===== config.mk =====
export PLATFORM = sky130hd
export DESIGN_NAME = rsd_regs
export DESIGN_NICKNAME = d
export VERILOG_FILES = /design/src/hdl/rsd_pkg.sv /design/src/hdl/rsd_regs.sv /design/src/hdl/rsd_sync.sv
export SDC_FILE = /design/constraint.sdc
export NUM_CORES = 1
export LEC_CHECK = 0
export BUFFER_PORTS_ARGS = -buffer_cell sky130_fd_sc_hd__buf_2
export CORE_MARGIN = 3
export CORE_UTILIZATION = 50
export CTS_BUF_LIST = sky130_fd_sc_hd__clkbuf_16
export DETAILED_ROUTE_END_ITERATION = 10
export PLACE_DENSITY = 0.89
export RECOVER_POWER = 50
export SETUP_SLACK_MARGIN = 0.2
export SYNTH_ARGS = -nofsm -noshare
export SYNTH_HDL_FRONTEND = slang
export SYNTH_SLANG_ARGS = --single-unit

===== constraint.sdc =====
create_clock -name i_core_clk -period 1 [get_ports i_core_clk]
set_input_delay 0 -clock i_core_clk [delete_from_list [all_inputs] [get_ports i_core_clk]]
set_output_delay 0 -clock i_core_clk [all_outputs]
set_load 0.05 [all_outputs]

===== src/hdl/rsd_pkg.sv =====
// Purpose: Shared constants and types for the rail sleep and discharge register bank.
// Assumes: Registers are eight bits wide and reached by an eight-bit register address.
// Notes:   Reset values of the regulator three control register follow the default pattern.
package rsd_pkg;

	// ---------------------------------------------------------------
	// Register offsets
	// ---------------------------------------------------------------
	localparam logic [7:0] RSD_OFS_REG3_CTRL = 8'h29;
	localparam logic [7:0] RSD_OFS_DISCH_ONE = 8'h40;
	localparam logic [7:0] RSD_OFS_DISCH_TWO = 8'h41;
	localparam logic [7:0] RSD_OFS_DISCH_THREE = 8'h42;

	// ---------------------------------------------------------------
	// Field positions and reset values
	// ---------------------------------------------------------------
	localparam int RSD_SLP_LSB = 4;
	localparam int RSD_DIS_BIT = 0;
	localparam int RSD_RSV_LSB = 1;
	localparam logic [1:0] RSD_SLP_NORMAL = 2'h0;
	localparam logic [1:0] RSD_SLP_ACTIVE = 2'h3;
	localparam logic [2:0] RSD_RSV_PATTERN = 3'h6;
	localparam logic [7:0] RSD_REG3_WMASK = 8'h3F;
	localparam logic [7:0] RSD_DISCH3_WMASK = 8'h3F;
	localparam logic [7:0] RSD_FULL_WMASK = 8'hFF;
	localparam logic [7:0] RSD_REG3_RESET = 8'h0C;
	localparam logic [7:0] RSD_ZERO_BYTE = 8'h00;
	localparam int RSD_NUM_RAILS = 12;
	localparam int RSD_NUM_FIELDS = 11;

	// ---------------------------------------------------------------
	// Discharge field encoding
	// ---------------------------------------------------------------
	typedef enum logic [1:0] {
		RSD_DISCH_NONE = 2'h0,
		RSD_DISCH_100R = 2'h1,
		RSD_DISCH_200R = 2'h2,
		RSD_DISCH_500R = 2'h3
	} rsd_disch_t;

	// Register access request from the serial management front end.
	typedef struct packed {
		logic wr;
		logic rd;
		logic [7:0] addr;
		logic [7:0] wdata;
	} rsd_req_t;

	// Discharge selection of eleven of the twelve rails, one field per rail.
	typedef struct packed {
		rsd_disch_t step_down_one;
		rsd_disch_t step_down_two;
		rsd_disch_t step_down_three;
		rsd_disch_t step_down_four;
		rsd_disch_t step_down_five;
		rsd_disch_t step_down_six;
		rsd_disch_t load_switch_a_one;
		rsd_disch_t linear_regulator_two;
		rsd_disch_t linear_regulator_three;
		rsd_disch_t load_switch_b_one;
		rsd_disch_t load_switch_b_two;
	} rsd_disch_set_t;

endpackage : rsd_pkg


===== src/hdl/rsd_regs.sv =====
// Purpose: Regulator three control and rail discharge control register bank.
// Assumes: A serial management front end presents one-cycle read and write strobes.
// Notes:   Rail enables come from the sequencer; sleep pins are raw pins and are synchronised.
//
// Summary of operation
// - Sleep select 00 keeps regulator three on its normal voltage regardless of pins.
// - Sleep select 11 uses sleep voltage while the assigned sleep pin is low.
// - Soft disable bit 0 low turns regulator three off regardless of enable pins.
// - Each discharge field clears to 00 while its rail is enabled.
// - Discharge codes: 00 none, 01 100 ohm, 10 200 ohm, 11 500 ohm.
// - Third register: switch b two, b one, linear three; bits 7:6 read only.
`timescale 1ns/1ps
module rsd_regs (
	// Clock and reset
	input wire logic i_core_clk,
	input wire logic i_nrst,
	// Register access
	input wire rsd_pkg::rsd_req_t i_req,
	output logic [7:0] o_rdata,
	output logic o_rvalid,
	// Regulator three control pins and sleep pin assignment
	input wire logic i_reg_three_pin_enable,
	input wire logic i_sleep_pin_first,
	input wire logic i_sleep_pin_second,
	input wire logic i_sleep_use_second,
	// Rail enable status from the sequencer, same clock
	input wire rsd_pkg::rsd_disch_set_t i_rail_enabled,
	// Regulator three outputs
	output logic o_reg_three_enable,
	output logic o_reg_three_use_sleep_voltage,
	// Discharge selections
	output rsd_pkg::rsd_disch_set_t o_discharge_select_field
);
	import rsd_pkg::*;

	// ---------------------------------------------------------------
	// Storage
	// ---------------------------------------------------------------
	logic [1:0] reg_three_sleep_select_q;
	logic [2:0] reg_three_rsv_q;
	logic reg_three_soft_disable_q;
	logic [1:0] disch_q [RSD_NUM_FIELDS];
	logic [1:0] disch_d [RSD_NUM_FIELDS];
	logic [1:0] rail_en [RSD_NUM_FIELDS];
	logic [3:0] pins_sync;
	logic sleep_pin_lvl;
	logic [7:0] disch_one_rd;
	logic [7:0] disch_two_rd;
	logic [7:0] disch_three_rd;
	logic [7:0] rdata_d;

	// Field index order within the packed set, high field first.
	function automatic logic [1:0] field_of(input rsd_disch_set_t s, input int idx);
		logic [21:0] flat;
		flat = s;
		return flat[2*(RSD_NUM_FIELDS-1-idx) +: 2];
	endfunction : field_of

	function automatic logic write_hit(input rsd_req_t r, input logic [7:0] ofs);
		return r.wr && (r.addr == ofs);
	endfunction : write_hit

	// ---------------------------------------------------------------
	// Pin synchronisation
	// ---------------------------------------------------------------
	rsd_sync #(
		.WIDTH(4)
	) u_pin_sync (
		.i_core_clk(i_core_clk),
		.i_nrst(i_nrst),
		.i_async({i_sleep_use_second, i_reg_three_pin_enable, i_sleep_pin_second, i_sleep_pin_first}),
		.o_sync(pins_sync)
	);

	// ---------------------------------------------------------------
	// Regulator three control register
	// ---------------------------------------------------------------
	always_ff @(posedge i_core_clk or negedge i_nrst) begin
		if (!i_nrst) begin
			reg_three_sleep_select_q <= RSD_REG3_RESET[RSD_SLP_LSB +: 2];
			reg_three_rsv_q <= RSD_REG3_RESET[RSD_RSV_LSB +: 3];
			reg_three_soft_disable_q <= RSD_REG3_RESET[RSD_DIS_BIT];
		end else if (write_hit(i_req, RSD_OFS_REG3_CTRL)) begin
			// Reserved codes 01 and 10 are stored as written; the host keeps clear of them.
			reg_three_sleep_select_q <= i_req.wdata[RSD_SLP_LSB +: 2];
			reg_three_rsv_q <= i_req.wdata[RSD_RSV_LSB +: 3];
			reg_three_soft_disable_q <= i_req.wdata[RSD_DIS_BIT];
		end
	end

	// Reserved sleep codes act as normal voltage, the safer of the two outcomes.
	// The pin select strap is synchronised with the pins, so a select change never pairs with stale levels.
	assign sleep_pin_lvl = pins_sync[3] ? pins_sync[1] : pins_sync[0];

	always_ff @(posedge i_core_clk or negedge i_nrst) begin
		if (!i_nrst) begin
			o_reg_three_enable <= 1'b0;
			o_reg_three_use_sleep_voltage <= 1'b0;
		end else begin
			o_reg_three_enable <= reg_three_soft_disable_q && pins_sync[2];
			if (reg_three_sleep_select_q == RSD_SLP_ACTIVE) begin
				o_reg_three_use_sleep_voltage <= !sleep_pin_lvl;
			end else begin
				o_reg_three_use_sleep_voltage <= 1'b0;
			end
		end
	end

	// ---------------------------------------------------------------
	// Discharge fields
	// ---------------------------------------------------------------
	// Field i lives in register i/4 at bits 2*(i%4); the set order matches that packing.
	always_comb begin
		for (int i = 0; i < RSD_NUM_FIELDS; i++) begin
			rail_en[i] = field_of(i_rail_enabled, i);
			disch_d[i] = disch_q[i];
			if (write_hit(i_req, RSD_OFS_DISCH_ONE) && (i / 4 == 0)) begin
				disch_d[i] = i_req.wdata[2*(i%4) +: 2];
			end else if (write_hit(i_req, RSD_OFS_DISCH_TWO) && (i / 4 == 1)) begin
				disch_d[i] = i_req.wdata[2*(i%4) +: 2];
			end else if (write_hit(i_req, RSD_OFS_DISCH_THREE) && (i / 4 == 2)) begin
				disch_d[i] = i_req.wdata[2*(i%4) +: 2];
			end
			// Enabled rail wins over a write in the same cycle, so no discharge fights the rail.
			if (rail_en[i] != 2'h0) begin
				disch_d[i] = RSD_DISCH_NONE;
			end
		end
	end

	always_ff @(posedge i_core_clk or negedge i_nrst) begin
		if (!i_nrst) begin
			for (int i = 0; i < RSD_NUM_FIELDS; i++) begin
				disch_q[i] <= RSD_DISCH_NONE;
			end
		end else begin
			for (int i = 0; i < RSD_NUM_FIELDS; i++) begin
				disch_q[i] <= disch_d[i];
			end
		end
	end

	assign o_discharge_select_field = rsd_disch_set_t'({disch_q[0], disch_q[1], disch_q[2], disch_q[3],
		disch_q[4], disch_q[5], disch_q[6], disch_q[7], disch_q[8], disch_q[9], disch_q[10]});

	// ---------------------------------------------------------------
	// Read path
	// ---------------------------------------------------------------
	assign disch_one_rd = {disch_q[3], disch_q[2], disch_q[1], disch_q[0]};
	assign disch_two_rd = {disch_q[7], disch_q[6], disch_q[5], disch_q[4]};
	assign disch_three_rd = {2'h0, disch_q[10], disch_q[9], disch_q[8]} & RSD_DISCH3_WMASK;

	always_comb begin
		if (i_req.addr == RSD_OFS_REG3_CTRL) begin
			rdata_d = {2'h0, reg_three_sleep_select_q, reg_three_rsv_q, reg_three_soft_disable_q}
				& RSD_REG3_WMASK;
		end else if (i_req.addr == RSD_OFS_DISCH_ONE) begin
			rdata_d = disch_one_rd;
		end else if (i_req.addr == RSD_OFS_DISCH_TWO) begin
			rdata_d = disch_two_rd;
		end else if (i_req.addr == RSD_OFS_DISCH_THREE) begin
			rdata_d = disch_three_rd;
		end else begin
			rdata_d = RSD_ZERO_BYTE;
		end
	end

	always_ff @(posedge i_core_clk or negedge i_nrst) begin
		if (!i_nrst) begin
			o_rdata <= RSD_ZERO_BYTE;
			o_rvalid <= 1'b0;
		end else begin
			o_rvalid <= i_req.rd;
			if (i_req.rd) begin
				o_rdata <= rdata_d;
			end
		end
	end

endmodule : rsd_regs


===== src/hdl/rsd_sync.sv =====
// Purpose: Two flip-flop synchroniser for a vector of pin levels.
// Assumes: Inputs are quasi-static levels from outside the clock domain.
// Notes:   The first stage feeds only the second stage.
`timescale 1ns/1ps
module rsd_sync #(
	parameter int WIDTH = 1
) (
	// Clock and reset
	input wire logic i_core_clk,
	input wire logic i_nrst,
	// Levels
	input wire logic [WIDTH-1:0] i_async,
	output logic [WIDTH-1:0] o_sync
);

	logic [WIDTH-1:0] meta_q;

	always_ff @(posedge i_core_clk or negedge i_nrst) begin
		if (!i_nrst) begin
			meta_q <= '0;
			o_sync <= '0;
		end else begin
			meta_q <= i_async;
			o_sync <= meta_q;
		end
	end

endmodule : rsd_sync


==> Implementation_results.wiki, run 1 <==
{| class="wikitable"
! Metric !! Value
|-
| Tool error || [ERROR DPL-0038] Utilization greater than 100%, impossible to legalize
|-
| Inserted Clock Buffers || 5
|-
| Cell variety after synth || 42
|-
| H-tree level count || 2
|-
| I/O pin count || 79
|-
| Result of the run || did not finish
|-
| Post-synth top area share || 0.494
|-
| Die Span X || 73.5 µm
|-
| Port buffer count || 78
|-
| Top-count cell post-synth || dfrtp_1
|-
| Number of warning messages in the yosys log || 0
|-
| Setup slack after placement || -0.342 ns
|-
| Cell type with the highest aggregate area in the netlist || dfrtp_1
|-
| Crit. endpoint post-GRT repair || o_rdata[1]$_DFFE_PN0P_/D
|-
| Largest net degree at the start of global routing || 48
|-
| Sequential fraction of the synthesis area || 0.517
|-
| Std-Cell Rows || 23
|-
| Top area cells in the synthesized netlist || dfrtp_1 49%, o31ai_1 6.9%, nand4_1 6.9%, a211oi_1 5.3%, mux2_2 4.0%
|-
| Synthesized instance count || 197
|-
| Most used flip-flop cell after synthesis || dfrtp_1
|-
| Average instance area after synthesis || 11.6 µm²
|-
| Terminating stage of the flow || global routing
|-
| Post-Syn Nets || 243
|-
| HPWL Detailed || 4910 µm
|-
| Y dimension of the die || 73.5 µm
|-
| Flops & latches, synth || 47
|-
| CTS sink count || 47
|-
| Worst-case clock buffer depth || 2
|-
| Post-synthesis cell area || 2280 µm²
|-
| Number of enable-type register cells in the synthesized netlist || 0
|-
| Root buffer cell || clkbuf_16
|-
| Async set or reset register ratio after synthesis || 1.00
|-
| Worst-path end type || sequential cell input
|-
| Placer congestion estimate || 0.892
|-
| Effective utilization at floorplan || 0.542
|-
| Commonest cells in the netlist || 45 x dfrtp_1, 25 x nand4_1, 21 x o31ai_1
|}
==> kinds of logic after synthesis <==
| kind of cell | Yosys count | share of synthesized area |
|---|---|---|
| buffers and inverters | 21 | 0.0505 |
| DFF | 47 | 0.517 |
| and+or+nand+nor | 53 | 0.158 |
| AOI/OAI and AO/OA | 61 | 0.204 |
| muxes | 15 | 0.0703 |
==> stage by stage <==
step	setup TNS (ns)	hold WS [ns]	std cells	instance area, µm²
CTS	-0.101	0.00138	389	3970
detailed placement	-7.26	-0.00327	341	2940
global placement	-5.74	-0.00678	341	2940
floorplan	-2.93	-0.296	197	2340
==> timing repair <==
| action | 4_1_cts |
|---|---|
| setup buffers | 11 |
| hold endpoints to repair | 72 |
| cloned | 1 |
| setup endpoints to repair | 69 |
| resized for setup | 142 |
| pin swaps | 18 |
| hold buffers | 28 |
==> run 2: changes to the inputs <==
CORE_UTILIZATION = 40   (was 50)
CTS_BUF_LIST = unset   (was sky130_fd_sc_hd__clkbuf_16)
PLACE_DENSITY = unset   (was 0.89)
PLACE_DENSITY_LB_ADDON = 0.15   (was unset)
SETUP_SLACK_MARGIN = unset   (was 0.2)
==> run 2 against run 1 <==
Effect of this change:
- synthesized cell count stayed put
- the flow now finishes without violations
- synthesized area stayed put
==> Implementation_results.wiki, run 2 <==
{| class="wikitable"
! Metric !! Value
|-
| Placer congestion estimate || 0.800 (was 0.892)
|-
| Std-Cell Rows || 26 (was 23)
|-
| Result of the run || finished, final reports clean (was did not finish)
|-
| Final net count || 378
|-
| Via density per instance || 5.55
|-
| CTS tree || yes
|-
| Kind of critical path || flip-flop to output pin
|-
| Area post-placement || 2960 µm² (was 2940 µm²)
|-
| Post-synth top area share || 0.494 (unchanged)
|-
| Post-Route Hold Slack || 0.136 ns
|-
| CTS clock-pin slew for the worst setup and hold paths || 0.09 ns
|-
| Fin crit period || 0.994 ns
|-
| Flops & latches, synth || 47 (unchanged)
|-
| Leakage power figure || 1.57 nW
|-
| Commonest cells in the netlist || 45 x dfrtp_1, 25 x nand4_1, 21 x o31ai_1 (unchanged)
|-
| Cell type with the highest aggregate area in the netlist || dfrtp_1 (unchanged)
|-
| Sequential fraction of the synthesis area || 0.517 (unchanged)
|-
| Max-slew headroom || 0.577
|-
| Largest net degree at the start of global routing || 48
|-
| Fmax achieved || 1.01 GHz
|-
| RSZ-0062 raised after global routing || true
|-
| Post-synthesis cell area || 2280 µm² (unchanged)
|-
| Total power || 3.60 mW
|-
| Global-route wire length before repair || 10700 µm
|-
| Post-route antenna net violation count || 0
|-
| Crit start category || flip-flop
|-
| Port buffer count || 78 (unchanged)
|-
| Final worst setup slack || 0.00585 ns
|-
| I/O pin count || 79 (unchanged)
|-
| Placeable core region || 5300 µm²
|-
| Synthesized instance count || 197 (unchanged)
|-
| Worst-case clock buffer depth || 2 (unchanged)
|-
| Final setup skew || 0.00831 ns
|-
| Root buffer cell || clkbuf_8 (was clkbuf_16)
|-
| Fraction of the cycle the final worst path needs || 0.994
|-
| Count of buffers added by post-CTS timing repair for setup || 0 (was 11)
|-
| Die Span X || 81.5 µm (was 73.5 µm)
|-
| Most used flip-flop cell after synthesis || dfrtp_1 (unchanged)
|-
| Proportion of layout cells with a drive suffix above 1 || 0.465
|-
| Number of search-and-repair iterations in the first detailed-routing pass || 4
|-
| Effective utilization at floorplan || 0.430 (was 0.542)
|-
| Max Transition Viols Final || 0
|-
| Total power density per cell area || 992 nW/µm²
|-
| Final hold viol count || 0
|-
| Total setup violations reported at the end of the flow || 0
|-
| Number of enable-type register cells in the synthesized netlist || 0 (unchanged)
|-
| Cell variety after synth || 42 (unchanged)
|-
| Commonest non-fill, non-tap cell in the layout || buf_2
|-
| Async set or reset register ratio after synthesis || 1.00 (unchanged)
|-
| Die outline area || 6640 µm²
|-
| Post-detailed-route wirelength per cell || 17.0 µm
|-
| Worst hold-check path type || input port to flip-flop
|-
| Number of warning messages in the yosys log || 0 (unchanged)
|-
| Post-detailed-routing wire length || 6830 µm
|-
| CTS sink count || 47 (unchanged)
|-
| Global router's overall resource usage || 0.214
|-
| Antenna diode count || 0
|-
| Cell Count Post-Placement || 359 (was 341)
|-
| Total Neg Setup Slack || 0 ns
|-
| Top-count cell post-synth || dfrtp_1 (unchanged)
|-
| Number of max-capacitance violations reported || 0
|-
| Worst voltage drop across the vdd grid || 0.000826 V
|-
| Y dimension of the die || 81.5 µm (was 73.5 µm)
|-
| Largest register FFs || 22
|-
| Clock latency reported for the late side of the worst-skew pair || 0.30 ns
|-
| Via count of the first global-routing pass || 2208
|-
| Drt first-iter violations || 145
|-
| Drc violations || 0
|-
| Inserted Clock Buffers || 5 (unchanged)
|-
| GRT Residual Overflow || 0
|-
| Post-Syn Nets || 243 (unchanged)
|-
| HPWL Detailed || 4690 µm (was 4910 µm)
|-
| Commonest non-fill, non-tap cells in the layout || 59 x buf_2, 38 x dfrtp_1, 36 x dlygate4sd3_1
|-
| Data required time at the worst endpoint || 1.00 ns
|-
| Average instance area after synthesis || 11.6 µm² (unchanged)
|-
| H-tree level count || 2 (unchanged)
|-
| Post-route design area || 3630 µm²
|-
| Maximum fanout encountered on the critical timing path || 2
|-
| Setup slack after placement || -0.255 ns (was -0.342 ns)
|-
| Number of standard cells in the layout, taps in and fillers out || 403
|-
| Measured slew at the worst slew-check pin || 0.635 ns
|-
| Top area cells in the synthesized netlist || dfrtp_1 49%, o31ai_1 6.9%, nand4_1 6.9%, a211oi_1 5.3%, mux2_2 4.0% (unchanged)
|-
| Critical path data arrival time || 0.99 ns
|-
| Growth of design area from synthesis to finish || 59.1%
|-
| Utilization after layout || 0.684
|-
| Number of antenna violations at the first check in global routing || 0
|-
| CP endpoint kind || output pin
|-
| Overall via count from detail_route || 2235
|}
run 2: cell families after synthesis:
family | synth area share
compound gates | 0.204
buf+inv | 0.0505
flops | 0.517
mux | 0.0703
simple gates | 0.158
run 2: timing repair:
item	4_1_cts	5_1_grt
hold endpoints to repair	79	0
setup endpoints to repair	17	25
resized for setup	33	37
hold buffers	36	0
pin swaps	1	0
run 2: per-layer routing:
layer | track usage | share of wire
met5 | 0 | 0
met4 | 0.0743 | 0.014
met3 | 0.0417 | 0.056
met2 | 0.357 | 0.50
met1 | 0.278 | 0.43
run 2: final timing paths:
check	from	end	slack, ns	cells past startpoint
max in group asynchronous	i_nrst	o_discharge_select_field[10]	0.18	3
min in group asynchronous	i_nrst	o_rdata[1]	0.36	3
worst min register to register	u_pin_sync.meta_q[3]	u_pin_sync.o_sync[3]	0.35	0
worst min-delay path	i_req[11]	o_rdata[2]	0.14	4
worst max register to register	o_discharge_select_field[9]	o_rdata[5]	0.006	3
worst max-delay path	o_discharge_select_field[13]	o_discharge_select_field[13]	0.006	2
run 2: power breakdown:
group | internal (mW) | leakage (nW) | switching, mW
sequential | 1.93 | 0.616 | 0.0128
clock | 0.489 | 0.0412 | 0.632
combinational | 0.266 | 0.916 | 0.263
total | 2.69 | 1.57 | 0.909
run 2: final cells by class:
type,instances,area (µm²)
Timing Repair Buffer,146,1180
Clock buffer,6,72.6
Multi-Input combinational cell,129,1070
Inverter,3,11.3
Tap cell,70,87.6
Clock inverter,2,12.5
Fill cell,423,1680
Sequential cell,47,1190
run 2: critical path, stage by stage, from the launching register on:
cell and delay, ns:
dfrtp_2 0.43, buf_6 0.13, buf_8 0.14
Note: power is estimated with default switching activity, not from simulation.
==> run 3: changes to the inputs <==
CELL_PAD_IN_SITES_DETAIL_PLACEMENT = 0   (was unset)
CELL_PAD_IN_SITES_GLOBAL_PLACEMENT = 1   (was unset)
CORE_UTILIZATION = 38   (was 40)
REMOVE_ABC_BUFFERS = 1   (was unset)
==> run 3 against run 2 <==
Effect of this change:
- largest power group unchanged
- power increased by 3.5%
- final cell count increased by 2.5%
- flip-flop and latch count unchanged
- the run now ends with setup timing left
- fmax decreased by 1.9%
- critical path depth increased by 1
- sequential share of layout area decreased by 1.6 points
- routed wire length increased by 3.2%
- critical path type is now flip-flop to flip-flop
- final area increased by 4.4%
==> Implementation_results.wiki, run 3 (synthesized netlist as in run 2, its figures left out) <==
{| class="wikitable"
! Metric !! Value
|-
| Commonest non-fill, non-tap cells in the layout || 57 x buf_2, 45 x dfrtp_1, 35 x dlygate4sd3_1 (was 59 x buf_2, 38 x dfrtp_1, 36 x dlygate4sd3_1)
|-
| Via count of the first global-routing pass || 2289 (was 2208)
|-
| FF-to-FF End || o_rdata[1] (was o_rdata[5])
|-
| Post-route antenna net violation count || 0 (unchanged)
|-
| Number of antenna violations at the first check in global routing || 0 (unchanged)
|-
| Data required time at the worst endpoint || 1.19 ns (was 1.00 ns)
|-
| Max Transition Viols Final || 0 (unchanged)
|-
| Measured slew at the worst slew-check pin || 0.634 ns (was 0.635 ns)
|-
| H-tree level count || 2 (unchanged)
|-
| Largest register FFs || 22 (unchanged)
|-
| Via density per instance || 5.38 (was 5.55)
|-
| Worst-case clock buffer depth || 2 (unchanged)
|-
| Final hold viol count || 0 (unchanged)
|-
| Max-slew headroom || 0.577 (about the same)
|-
| Global router's overall resource usage || 0.206 (was 0.214)
|-
| Power dissipated by switching net loads || 0.952 mW (was 0.909 mW)
|-
| Number of cells traversed by the worst register-to-register path || 3 (unchanged)
|-
| Crit start category || flip-flop (unchanged)
|-
| Std-Cell Rows || 27 (was 26)
|-
| Post-detailed-routing wire length || 7050 µm (was 6830 µm)
|-
| Die outline area || 6960 µm² (was 6640 µm²)
|-
| Sequential Power Share || 0.523 (was 0.541)
|-
| Destination of the worst hold path || o_rdata[0] (was o_rdata[2])
|-
| Number of cells on the worst hold path || 3 (was 4)
|-
| Levels on crit path || 3 (was 2)
|-
| Crit-path leading delay family || flip-flops (unchanged)
|-
| Effective utilization at floorplan || 0.404 (was 0.430)
|-
| Worst hold-check path type || input port to flip-flop (unchanged)
|-
| Proportion of layout cells with a drive suffix above 1 || 0.496 (was 0.465)
|-
| Total setup violations reported at the end of the flow || 2 (was 0)
|-
| Y dimension of the die || 83.4 µm (was 81.5 µm)
|-
| RSZ-0062 raised after global routing || true (unchanged)
|-
| Number of search-and-repair iterations in the first detailed-routing pass || 4 (unchanged)
|-
| I/O pin count || 79 (unchanged)
|-
| Part of the power in the clock network || 0.329 (was 0.312)
|-
| Worst voltage drop across the vdd grid || 0.000629 V (was 0.000826 V)
|-
| Worst path bufs/invs || 0 (was 2)
|-
| HPWL Detailed || 4790 µm (was 4690 µm)
|-
| Fmax achieved || 0.987 GHz (was 1.01 GHz)
|-
| Inserted Clock Buffers || 5 (unchanged)
|-
| Area post-placement || 2960 µm² (about the same)
|-
| Final setup skew || 0.00574 ns (was 0.00831 ns)
|-
| Critical path data arrival time || 1.20 ns (was 0.99 ns)
|-
| Post-detailed-route wirelength per cell || 17.1 µm (was 17.0 µm)
|-
| Fin crit period || 1.01 ns (was 0.994 ns)
|-
| Total power || 3.72 mW (was 3.60 mW)
|-
| Cell at the slowest stage of the critical path || dfrtp_1 (was dfrtp_2)
|-
| Total power density per cell area || 983 nW/µm² (was 992 nW/µm²)
|-
| Fraction of power consumed by combinational cells || 0.148 (was 0.147)
|-
| Number of max-capacitance violations reported || 0 (unchanged)
|-
| Maximum fanout encountered on the critical timing path || 2 (unchanged)
|-
| Kind of critical path || flip-flop to flip-flop (was flip-flop to output pin)
|-
| Hold Path Origin || i_req[16] (was i_req[11])
|-
| CP endpoint kind || flip-flop (was output pin)
|-
| Root buffer cell || clkbuf_8 (unchanged)
|-
| CTS tree || yes (unchanged)
|-
| Fraction of the cycle the final worst path needs || 1.01 (was 0.994)
|-
| Violated checks || setup timing
|-
| Result of the run || finished, violations left (was finished, final reports clean)
|-
| CTS sink count || 47 (unchanged)
|-
| Commonest non-fill, non-tap cell in the layout || buf_2 (unchanged)
|-
| Overall via count from detail_route || 2220 (was 2235)
|-
| Internal power consumption || 2.77 mW (was 2.69 mW)
|-
| Sw Share || 0.256 (was 0.253)
|-
| Antenna diode count || 0 (unchanged)
|-
| Leakage power figure || 1.65 nW (was 1.57 nW)
|-
| Placer congestion estimate || 0.853 (was 0.800)
|-
| List of cells traversed by the critical path || mux2i_2 -> a2bb2oi_1 -> o211ai_1 (was buf_6 -> buf_8)
|-
| Port buffer count || 78 (unchanged)
|-
| R2R Path Start || o_discharge_select_field[13] (was o_discharge_select_field[9])
|-
| Die Span X || 83.4 µm (was 81.5 µm)
|-
| Final worst setup slack || -0.0134 ns (was 0.00585 ns)
|-
| Largest net degree at the start of global routing || 48 (unchanged)
|-
| Drc violations || 0 (unchanged)
|-
| CTS clock-pin slew for the worst setup and hold paths || 0.09 ns (about the same)
|-
| Global-route wire length before repair || 11400 µm (was 10700 µm)
|-
| GRT Residual Overflow || 0 (unchanged)
|-
| Placeable core region || 5640 µm² (was 5300 µm²)
|-
| Clock latency reported for the late side of the worst-skew pair || 0.31 ns (was 0.30 ns)
|-
| Drt first-iter violations || 67 (was 145)
|-
| Post-route design area || 3780 µm² (was 3630 µm²)
|-
| Final net count || 386 (was 378)
|-
| Register-to-register path setup slack || -0.01 ns (was 0.006 ns)
|-
| Stage delay of the slowest cell on the critical path || 0.41 ns (was 0.43 ns)
|-
| Growth of design area from synthesis to finish || 66.1% (was 59.1%)
|}
run 3: cell types whose count changed in the layout (fill, tap and decap cells not counted), sizes merged:
cell         delta
clkbuf          +6
buf             +4
clkinvlp        -1
dlygate4sd3     -1
run 3: power by group through the flow:
| stage | Combinational (mW) | Clock, mW | Sequential [mW] |
|---|---|---|---|
| floorplan | 0.0917 | 0 | 1.99 |
| global placement | 0.412 | 0 | 1.98 |
| detailed placement | 0.414 | 0 | 1.98 |
| CTS | 0.525 | 1.25 | 1.95 |
| global route | 0.596 | 1.32 | 1.95 |
| finish | 0.550 | 1.23 | 1.95 |
run 3: area by class of cell:
cell class,instances,area (µm²)
Fill cell,442,1860
Timing Repair Buffer,154,1250
Sequential cell,47,1180
Multi-Input combinational cell,129,1160
Tap cell,72,90.1
Clock buffer,7,86.3
Inverter,3,11.3
Clock inverter,1,8.76
run 3: per-stage QoR:
| step | utilization | instances | setup TNS [ns] | hold slack, ns | setup WS (ns) |
|---|---|---|---|---|---|
| detailed placement | 0.525 | 364 | -10.64 | 0.00351 | -0.394 |
| CTS | 0.625 | 408 | -0.0331 | 0.0674 | -0.0233 |
| finish | 0.671 | 413 | -0.0229 | 0.102 | -0.0134 |
| global route | 0.671 | 413 | -0.546 | 0.121 | -0.0524 |
| global placement | 0.525 | 364 | -9.92 | 0.00386 | -0.369 |
| floorplan | - | 179 | -15.55 | -0.296 | -0.741 |
run 3: layer usage:
metal,up-vias,GRT usage,wire (µm)
li1,1069,-,-
met1,1064,0.272,3110
met2,77,0.337,3440
met3,10,0.0516,392
met4,0,0.0556,112
met5,-,0,0
run 3: worst reg2reg max path, delay by kind of cell (launching register included):
| kind | cells | cell delay [ns] |
|---|---|---|
| AOI/OAI and AO/OA | 2 | 0.27 |
| muxes | 1 | 0.21 |
| DFF | 1 | 0.41 |
run 3: worst max-delay path by stage:
| stage | startpoint | end | slack (ns) |
|---|---|---|---|
| 6_report | o_discharge_select_field[13] | o_rdata[1] | -0.01 |
| 3_3_place_gp | i_req[9] | reg_three_soft_disable_q | -0.37 |
| 2_1_floorplan | i_req[14] | o_discharge_select_field[10] | -0.74 |
| 5_1_grt | o_discharge_select_field[9] | o_rdata[5] | -0.05 |
| 4_1_cts | o_discharge_select_field[10] | o_rdata[2] | -0.02 |
| 3_5_place_dp | i_req[9] | reg_three_sleep_select_q[1] | -0.39 |
run 3: repair_timing:
| action | in CTS | in global routing |
|---|---|---|
| resized for setup | 34 | 57 |
| buffers inserted | 1 | 5 |
| setup endpoints to repair | 26 | 44 |
| hold buffers | 35 | 0 |
| pin swaps | 3 | 8 |
| hold endpoints to repair | 78 | 0 |
